==> src/design/sto_pkg.sv <==
// Package: constants for the safe torque off monitor
package sto_pkg;
  localparam int unsigned CLK_HZ = 50_000_000;
  // Response limit in microseconds and derived cycle count, rounded down
  localparam int unsigned RESP_LIMIT_US = 10_000;
  localparam int unsigned RESP_CYCLES = (RESP_LIMIT_US * (CLK_HZ / 1_000_000));
  // Controlled stop time budget inside the response limit (cycles)
  localparam int unsigned STOP_CYCLES = RESP_CYCLES / 2;
  // Mismatch wait in seconds and derived count
  localparam int unsigned MISMATCH_S = 5;
  localparam int unsigned MISMATCH_CYCLES = MISMATCH_S * CLK_HZ;
  localparam int CNT_W = 28;
  // Monitor states
  typedef enum logic [1:0] {
    STO_RUN = 2'b00,
    STO_STANDBY = 2'b01,
    STO_STOPPING = 2'b10,
    STO_ISOLATED = 2'b11
  } sto_state_t;
endpackage

==> src/design/sto_monitor.sv <==
// Safe torque off monitor: dual-channel check, stop sequence, mismatch alarm
//
// Functional notes
// - both inputs low means torque off, isolated
// - stop PWM and gate path within 10ms
// - one low: standby, alarm after 5s
// - both high: normal run with PWM
// - internal alarm forces same emergency stop
// - controlled stop first, then full isolation; the code drops PWM and gate as soon as STO_STOPPING is entered
`timescale 1ns/100ps
`default_nettype none
module sto_monitor
  import sto_pkg::*;
#(
  parameter int unsigned STOP_LEN = STOP_CYCLES,
  parameter int unsigned MISMATCH_LEN = MISMATCH_CYCLES
) (
  // Clock and reset
  input wire logic ref_clk,
  input wire logic rst_n,
  // Safety channels from pins, active low
  input wire logic safetyInputA_n,
  input wire logic safetyInputB_n,
  // Internal alarm from drive logic
  input wire logic internalAlarm,
  // Drive controls
  output logic pwmEnable,
  output logic stopRequest,
  output logic gateDriveEnable,
  output logic safeTorqueDisable,
  // Status
  output logic mismatchAlarm,
  output logic standby
);
  logic chanA;
  logic chanB;
  sto_state_t state_q;
  sto_state_t state_d;
  logic [CNT_W-1:0] stopCnt_q;
  logic [CNT_W-1:0] mmCnt_q;
  logic mmAlarm_q;
  logic pwm_q;
  logic stopReq_q;
  logic gate_q;
  logic std_q;

  ////////////////////////////////////////////////////////////////////////
  // Synchronise both channels; reset to low for safe start
  sto_sync3 #(.RESET_VAL(1'b0)) uSyncA (
    .ref_clk(ref_clk),
    .rst_n(rst_n),
    .pinIn(safetyInputA_n),
    .levelOut(chanA)
  );
  sto_sync3 #(.RESET_VAL(1'b0)) uSyncB (
    .ref_clk(ref_clk),
    .rst_n(rst_n),
    .pinIn(safetyInputB_n),
    .levelOut(chanB)
  );

  ////////////////////////////////////////////////////////////////////////
  // Condition decode
  wire bothLow = !chanA && !chanB;
  wire bothHigh = chanA && chanB;
  wire oneLow = chanA ^ chanB;
  wire emergency = bothLow || internalAlarm || mmAlarm_q;
  wire stopDone = (stopCnt_q >= CNT_W'(STOP_LEN - 1));
  wire mmExpire = (mmCnt_q >= CNT_W'(MISMATCH_LEN - 1));

  // Next state
  always_comb begin
    state_d = state_q;
    case (state_q)
      STO_RUN: begin
        if (emergency) begin
          state_d = STO_STOPPING;
        end else if (oneLow) begin
          state_d = STO_STANDBY;
        end
      end
      STO_STANDBY: begin
        if (emergency) begin
          state_d = STO_STOPPING;
        end else if (bothHigh) begin
          state_d = STO_RUN;
        end
      end
      STO_STOPPING: begin
        if (stopDone) begin
          state_d = STO_ISOLATED;
        end
      end
      STO_ISOLATED: begin
        if (bothHigh && !internalAlarm && !mmAlarm_q) begin
          state_d = STO_RUN;
        end
      end
      default: state_d = STO_ISOLATED;
    endcase
  end

  // State register; start isolated until inputs show high
  always_ff @(posedge ref_clk) begin
    if (!rst_n) begin
      state_q <= STO_ISOLATED;
    end else begin
      state_q <= state_d;
    end
  end

  ////////////////////////////////////////////////////////////////////////
  // Controlled stop duration counter
  always_ff @(posedge ref_clk) begin
    if (!rst_n || state_q != STO_STOPPING) begin
      stopCnt_q <= '0;
    end else if (!stopDone) begin
      stopCnt_q <= stopCnt_q + CNT_W'(1);
    end
  end

  // Mismatch timer, cleared on agreement
  always_ff @(posedge ref_clk) begin
    if (!rst_n || !oneLow) begin
      mmCnt_q <= '0;
    end else if (!mmExpire) begin
      mmCnt_q <= mmCnt_q + CNT_W'(1);
    end
  end

  // Sticky mismatch alarm; cleared only when both inputs high again
  always_ff @(posedge ref_clk) begin
    if (!rst_n) begin
      mmAlarm_q <= 1'b0;
    end else if (oneLow && mmExpire) begin
      mmAlarm_q <= 1'b1;
    end else if (bothHigh) begin
      mmAlarm_q <= 1'b0;
    end
  end

  ////////////////////////////////////////////////////////////////////////
  // Output registers from next state
  always_ff @(posedge ref_clk) begin
    if (!rst_n) begin
      pwm_q <= 1'b0;
      stopReq_q <= 1'b0;
      gate_q <= 1'b0;
      std_q <= 1'b0;
    end else begin
      pwm_q <= (state_d == STO_RUN) || (state_d == STO_STANDBY);
      stopReq_q <= (state_d == STO_STOPPING);
      gate_q <= (state_d == STO_RUN) || (state_d == STO_STANDBY);
      std_q <= (state_d == STO_STANDBY);
    end
  end

  assign pwmEnable = pwm_q;
  assign stopRequest = stopReq_q;
  assign gateDriveEnable = gate_q;
  assign safeTorqueDisable = !gate_q;
  assign mismatchAlarm = mmAlarm_q;
  assign standby = std_q;
endmodule
`default_nettype wire

==> src/design/sto_sync3.sv <==
// Three-stage input synchroniser with agreement filter
`timescale 1ns/100ps
`default_nettype none
module sto_sync3 #(
  parameter logic RESET_VAL = 1'b0
) (
  // Clock and reset
  input wire logic ref_clk,
  input wire logic rst_n,
  // Raw and filtered level
  input wire logic pinIn,
  output logic levelOut
);
  logic s1_q;
  logic s2_q;
  logic s3_q;
  logic level_q;
  wire agree = (s2_q == s3_q);

  // Shift chain; stage one read only by stage two
  always_ff @(posedge ref_clk) begin
    if (!rst_n) begin
      s1_q <= RESET_VAL;
      s2_q <= RESET_VAL;
      s3_q <= RESET_VAL;
      level_q <= RESET_VAL;
    end else begin
      s1_q <= pinIn;
      s2_q <= s1_q;
      s3_q <= s2_q;
      if (agree) begin
        level_q <= s3_q;
      end
    end
  end

  assign levelOut = level_q;
endmodule
`default_nettype wire

==> config.mk <==
export PLATFORM = sky130hd
export DESIGN_NAME = sto_monitor
export DESIGN_NICKNAME = d
export VERILOG_FILES = /design/src/design/sto_pkg.sv /design/src/design/sto_monitor.sv /design/src/design/sto_sync3.sv
export SDC_FILE = /design/constraint.sdc
export NUM_CORES = 1
export LEC_CHECK = 0
export ABC_AREA = 1
export BUFFER_PORTS_ARGS = -buffer_cell sky130_fd_sc_hd__clkbuf_2
export CAP_MARGIN = 0
export CORE_MARGIN = 4
export CORE_UTILIZATION = 30
export DETAILED_ROUTE_END_ITERATION = 8
export GPL_TIMING_DRIVEN = 0
export SETUP_SLACK_MARGIN = 0.4
export SYNTH_ARGS = -nofsm -noshare
export SYNTH_HDL_FRONTEND = slang
export SYNTH_SLANG_ARGS = --single-unit
==> constraint.sdc <==
create_clock -name ref_clk -period 1.65 [get_ports ref_clk]
set_input_delay 0.165 -clock ref_clk [delete_from_list [all_inputs] [get_ports ref_clk]]
set_output_delay 0.165 -clock ref_clk [all_outputs]
set_load 0.1 [all_outputs]
==> reports/qor.yml, run 1 <==
status: "finished clean"
holdWs_ns: 0.0222
die_w_um: 120
drive_above_1_share_pct: 43.3
core_mm2: 0.0121
power_frac_seq_pct: 46.3
p_sw_share_pct: 20.0
r2r_slack_ns: 0.09
fin_crit_sh_pct: 94.5
cts_tree: "done"
seq_area_frac_synth_pct: 37.6
first_global_vias: 3702
h-tree-depth: 3
yosysTopAreaCellShare_pct: 37.6
synth_seq_cells: 70
path_max_fanout: 5
placement.io_buffers: 10
crit_type: "reg2reg"
dieArea_mm2: 0.0143
report.final.hold_viol_count: 0
finalPower_uw: 3620
ant_nets: 0
cts_sinks: 70
path_clk_slew_ns: 0.06
drc_errors: 0
first_pass_iters: 4
synthesis.area_mm2: 0.00373
grt_start_max_net_pins: 12
rr_endpoint: "mmCnt_q[7]"
rsz0062_at_grt: "yes"
startpoint: "mmCnt_q[8]"
synth_flop_cell: "dfxtp_1"
grt_pass1_wl_mm: 16.6
dp_cells: 734
cp-end-kind: "flop"
finClkSkew_ns: 0.00655
wire_per_inst_um: 12.5
async_reset_ff_share_pct: 0
clkPwrFrac_pct: 53.1
synth_nets: 565
first_iter_violations: 134
start_util_pct: 30.8
crit_required_ns: 1.91
syn_area_per_cell_um2: 6.71
io_pins: 11
dp_hpwl_mm: 6.11
n_fill_cell: 1181
worstPathArrival_ns: 1.82
grt_overflow: 0
via_per_inst: 4.69
ys_warn_count: 0
ctsHoldBuffers: 0
antenna_found_initial: 0
final_nets: 628
internal_power_uw: 2890
num_vias: 3715
combPwrFrac_pct: 0.6
cap_violations: 0
drt-total-wl_mm: 9.92
synthToLayoutAreaGrowth_pct: 43.6
hp-class: "in2reg"
irDropWorstVdd_uv: 458
reg2reg_from: "mmCnt_q[8]"
antenna_cells: 0
clk_latency_ns: 0.33
endpoint: "mmCnt_q[7]"
critPathLaunchType: "flop"
drv_slew: 0
track_usage_pct: 13.9
synth_cells: 556
worst_slew_pin_slew_ns: 0.555
synth.area.top_cells: "dfxtp_1 (38%), nand2_1 (16%), nor2_1 (7.8%)"
relSlewSlack_pct: 63.0
fmax_mhz: 642
numCtsBuffers: 9
synth_edf_count: 0
power.net_switching_uw: 725
synth_area_leader_cell: "dfxtp_1"
final_cells: 792
die_h_um: 120
power.density_mw_per_mm2: 675
synthDistinctLibCells: 33
ctsRootBufferMaster: "clkbuf_16"
cts_buffer_depth: 2
rows: 40
gp_congestion: 0.905
reg2reg_depth: 11
finalSetupViolCount: 0
power.leakage_uw: 0.00206
period_minus_slack_ns: 1.56
-- routing by layer --
| layer | global-route usage (%) | wire length (µm) | vias up |
|---|---|---|---|
| met4 | 4.87 | 196 | 0 |
| met1 | 16.3 | 4280 | 1748 |
| li1 | - | - | 1876 |
| met2 | 24.6 | 5060 | 72 |
| met5 | 0 | 0 | - |
| met3 | 3.58 | 392 | 19 |
-- state kept, by name, indices dropped and copies added (netlist names) --
register	count
uSyncA.levelOut	1
uSyncA.s3_q	1
uSyncB.s1_q	1
stopCnt_q	28
uSyncA.s2_q	1
state_q	2
uSyncB.s3_q	1
uSyncB.levelOut	1
mmCnt_q	28
uSyncB.s2_q	1
stopRequest	1
gateDriveEnable	1
uSyncA.s1_q	1
mismatchAlarm	1
standby	1
-- power groups by stage --
| stage | combinational (µW) | sequential (µW) | clock (µW) |
|---|---|---|---|
| 2_1_floorplan | 10.3 | 1730 | 0 |
| 3_3_place_gp | 18.3 | 1730 | 0 |
| 3_5_place_dp | 19.0 | 1730 | 0 |
| 4_1_cts | 20.5 | 1690 | 1970 |
| 5_1_grt | 24.6 | 1670 | 2060 |
| 6_report | 21.8 | 1670 | 1920 |
-- per-stage QoR --
stage	util, %	cell area, µm²	TNS, ns	setup WS, ns
final	44.2	5360	0	0.0914
after global routing	44.2	5360	0	0.0101
after CTS	41.4	5010	0	0.169
after detailed placement	34.1	4130	-0.123	-0.0663
after global placement	34.1	4130	-0.115	-0.0638
after floorplan	-	3870	0	0.226
-- critical path: stages, from the launching register on --
cell	delay, ns
dfxtp_4	0.36
inv_4	0.07
nand2_4	0.05
o211ai_1	0.23
inv_1	0.06
nand2_1	0.08
nand2_2	0.06
nand2_4	0.11
buf_6	0.14
buf_6	0.12
nand2_1	0.07
a21oi_2	0.12
-- Yosys cell counts, types with 5 or more instances --
cell type / n
nor2_1: 78
xnor2_1: 9
nand4_1: 9
clkbuf_1: 5
o21ai_0: 16
a21oi_1: 17
a21oi_2: 16
inv_1: 70
nand3_1: 29
dfxtp_1: 70
nand2_1: 159
xor2_1: 16
nor3_1: 23
-- cell type report --
type | count | area, µm² | share of cell area, %
tap | 168 | 210 | 3.92
clock inverter | 3 | 43.8 | 0.818
clock buffer | 13 | 250 | 4.67
multi-input combinational | 397 | 2470 | 46.2
inverter | 75 | 304 | 5.68
timing repair buffer | 52 | 443 | 8.27
buffer | 14 | 143 | 2.66
sequential | 70 | 1490 | 27.8
-- how the worst min path moves through the flow --
stage	from	to	slack, ns	depth (start not counted)
detailed placement	safetyInputB_n	uSyncB.s1_q	0.35	3
CTS	safetyInputB_n	uSyncB.s1_q	0.01	3
global placement	safetyInputA_n	uSyncA.s1_q	0.35	3
finish	safetyInputB_n	uSyncB.s1_q	0.02	3
floorplan	safetyInputA_n	uSyncA.s1_q	0.26	2
global route	safetyInputB_n	uSyncB.s1_q	0.03	3
-- cell usage in the layout (no fill, tap or decap), types with 16 or more instances in the layout --
| cell type | count |
|---|---|
| a21oi_2 | 20 |
| buf_4 | 36 |
| dfxtp_1 | 29 |
| dfxtp_2 | 26 |
| inv_1 | 52 |
| inv_2 | 16 |
| nand2_1 | 124 |
| nand2_2 | 31 |
| nand3_1 | 20 |
| nor2_1 | 47 |
| nor2_2 | 21 |
| xor2_1 | 16 |
-- kinds of logic after synthesis --
logic type               after synthesis  synth area share (%)
adder cells (fa/ha/maj)                4                  1.34
XOR/XNOR                              25                  5.87
buffers and inverters                 89                  10.1
AND/OR/NAND/NOR                      315                  36.1
flip-flops                            70                  37.6
AO/OA/AOI/OAI                         53                  8.99
-- timing repair --
item	4_1_cts	5_1_grt
pin swaps	18	26
endpoints found under the setup margin	58	62
buffers inserted	29	8
resized for setup	120	91
cloned	4	1
No activity file was read; power rests on OpenSTA's default activity.
==> run 2: changes to the inputs <==
==> constraint.sdc (replaced) <==
create_clock -name ref_clk -period 1.65 [get_ports ref_clk]
set_input_delay 0.4125 -clock ref_clk [delete_from_list [all_inputs] [get_ports ref_clk]]
set_output_delay 0.4125 -clock ref_clk [all_outputs]
set_load 0.1 [all_outputs]
==> reports/qor.yml, run 2 (synthesis results as in run 1) <==
first_global_vias: 3582  # was 3,702
clkPwrFrac_pct: 59.3  # was 53.1%
final_common_cell: "nand2_1"  # unchanged
placed_area_mm2: 0.00418  # was 0.00413 mm²
cts_tree: "done"  # unchanged
rsz0062_at_grt: "yes"  # unchanged
die_h_um: 120  # unchanged
drv_slew: 0  # unchanged
power.density_mw_per_mm2: 732  # was 675 mW/mm²
crit_buf_inv: 3  # was 4
path_max_fanout: 6  # was 5
cts_buffer_depth: 2  # unchanged
irDropWorstVdd_uv: 524  # was 458 µV
critPathTopFamily: "simple AND/OR/NAND/NOR gates"  # was buffers and inverters
power.net_switching_uw: 761  # was 725 µW
final_util_pct: 47.0  # was 44.2%
placement.io_buffers: 10  # unchanged
numCtsBuffers: 9  # unchanged
core_mm2: 0.0121  # unchanged
cap_violations: 0  # unchanged
antenna_found_initial: 0  # unchanged
finClkSkew_ns: 0.00708  # was 0.00655 ns
slowest_delay_ns: 0.35  # was 0.36 ns
crit_type: "reg2reg"  # unchanged
clk_latency_ns: 0.33  # about the same
die_w_um: 120  # unchanged
hp-class: "in2reg"  # unchanged
first_iter_violations: 231  # was 134
ctsHoldBuffers: 0  # unchanged
final_cell_mix: "nand2_1 (113), inv_1 (53), nor2_1 (50), nand2_2 (40), buf_4 (29)"  # was nand2_1 (124), inv_1 (52), nor2_1 (47), buf_4 (36), nand2_2 (31)
drc_errors: 0  # unchanged
drive_above_1_share_pct: 47.8  # was 43.3%
worstPathArrival_ns: 1.73  # was 1.82 ns
top_regs: "mmCnt_q x28, stopCnt_q x28, state_q x2"  # unchanged
grt_overflow: 0  # unchanged
first_pass_iters: 5  # was 4
rows: 40  # unchanged
via_per_inst: 4.66  # was 4.69
final_nets: 629  # was 628
wire_per_inst_um: 12.8  # was 12.5 µm
gp_congestion: 0.923  # was 0.905
grt_start_max_net_pins: 14  # was 12
synthToLayoutAreaGrowth_pct: 52.5  # was 43.6%
crit_chain: "inv_2, nand2_1, nor2_1, nand3_2, nand2_2, nand2_4, buf_6, nand2_2, nand4_1, inv_2, nand2_1"  # was inv_4, nand2_4, o211ai_1, inv_1, nand2_1, nand2_2, nand2_4, buf_6, buf_6, nand2_1, a21oi_2
start_util_pct: 30.8  # unchanged
crit_required_ns: 1.86  # was 1.91 ns
combPwrFrac_pct: 0.5  # was 0.6%
report.final.hold_viol_count: 0  # unchanged
p_sw_share_pct: 18.3  # was 20.0%
ctsRootBufferMaster: "clkbuf_16"  # unchanged
power.leakage_uw: 0.00216  # was 0.00206 µW
drt-total-wl_mm: 10.2  # was 9.92 mm
ant_nets: 0  # unchanged
internal_power_uw: 3400  # was 2890 µW
grt_pass1_wl_mm: 16.2  # was 16.6 mm
relSlewSlack_pct: 75.3  # was 63.0%
path_clk_slew_ns: 0.06  # about the same
fmax_mhz: 656  # was 642 MHz
status: "finished clean"  # unchanged
dp_hpwl_mm: 5.97  # was 6.11 mm
power_frac_seq_pct: 40.2  # was 46.3%
cp-end-kind: "flop"  # unchanged
h-tree-depth: 3  # unchanged
dieArea_mm2: 0.0143  # unchanged
fin_crit_sh_pct: 92.4  # was 94.5%
cts_sinks: 70  # unchanged
critPathLaunchType: "flop"  # unchanged
slowest_stage: "dfxtp_1"  # was dfxtp_4
fin_setup_tns_ns: 0  # unchanged
holdWs_ns: 0.267  # was 0.0222 ns
track_usage_pct: 13.8  # was 13.9%
num_vias: 3698  # was 3,715
worst_slew_pin_slew_ns: 0.371  # was 0.555 ns
postLayoutCellArea_mm2: 0.00569  # was 0.00536 mm²
antenna_cells: 0  # unchanged
io_pins: 11  # unchanged
finalSetupViolCount: 0  # unchanged
period_minus_slack_ns: 1.52  # was 1.56 ns
-- run 2: cell types whose count changed in the layout (fill, tap and decap cells not counted), moves of 4 or more --
| cell | change |
|---|---|
| nand2_1 | -11 |
| nand2_2 | +9 |
| a21oi_1 | -7 |
| a21oi_2 | +7 |
| buf_4 | -7 |
| clkbuf_16 | +7 |
| nor3_2 | +6 |
| buf_6 | +4 |
| clkbuf_4 | -4 |
| o21ai_2 | +4 |
-- run 2: worst reg2reg max path, stage by stage (launching register included) --
cell	delay, ns
dfxtp_1	0.35
inv_2	0.11
nand2_1	0.07
nor2_1	0.13
nand3_2	0.10
nand2_2	0.09
nand2_4	0.10
buf_6	0.16
nand2_2	0.05
nand4_1	0.11
inv_2	0.10
nand2_1	0.05
-- run 2: final cells by class --
type	count	area, µm²
fillers	1121	6420
multi-input cells	397	2560
flip-flops and latches	70	1500
repair buffers	52	568
inverters	75	307
clock buffers	11	254
well taps	168	210
plain buffers	14	159
clock inverters	5	129
repair inverters	1	6.26
-- run 2: worst paths after layout --
kind                  startpoint     endpoint  cells past startpoint  slack [ns]
setup / recovery   stopCnt_q[11]   state_q[0]                     11        0.13
hold / removal    safetyInputA_n  uSyncA.s1_q                      3        0.27
setup reg to reg   stopCnt_q[11]   state_q[0]                     11        0.13
hold reg to reg      uSyncB.s1_q  uSyncB.s2_q                      2        0.41
-- run 2: timing repair --
item	4_1_cts	5_1_grt
resized for setup	120	124
setup buffers	25	12
pin swaps	15	36
cloned	5	1
setup endpoints to repair	58	68
-- run 2: metal layers --
| metal | vias to the layer above | GRT usage [%] | share of wire, % |
|---|---|---|---|
| met3 | 31 | 4.01 | 4.1 |
| met4 | 0 | 5.15 | 3.5 |
| met1 | 1705 | 15.9 | 43 |
| li1 | 1869 | - | - |
| met2 | 93 | 24.1 | 49 |
| met5 | - | 0 | 0 |
-- run 2: power by group through the flow --
stage / clock network [µW] / registers, µW / logic [µW]
global placement: 0 / 1730 / 18.2
finish: 2470 / 1670 / 21.0
floorplan: 0 / 1730 / 10.3
global route: 2620 / 1670 / 24.6
CTS: 2530 / 1690 / 19.8
detailed placement: 0 / 1730 / 18.9
-- run 2: stage by stage --
| stage | instances | worst slack [ns] | total power [µW] |
|---|---|---|---|
| global route | 793 | 0.0137 | 4310 |
| detailed placement | 734 | -0.0175 | 1750 |
| CTS | 780 | 0.143 | 4240 |
| finish | 793 | 0.125 | 4160 |
| floorplan | 556 | 0.204 | 1740 |
| global placement | 734 | -0.0201 | 1750 |
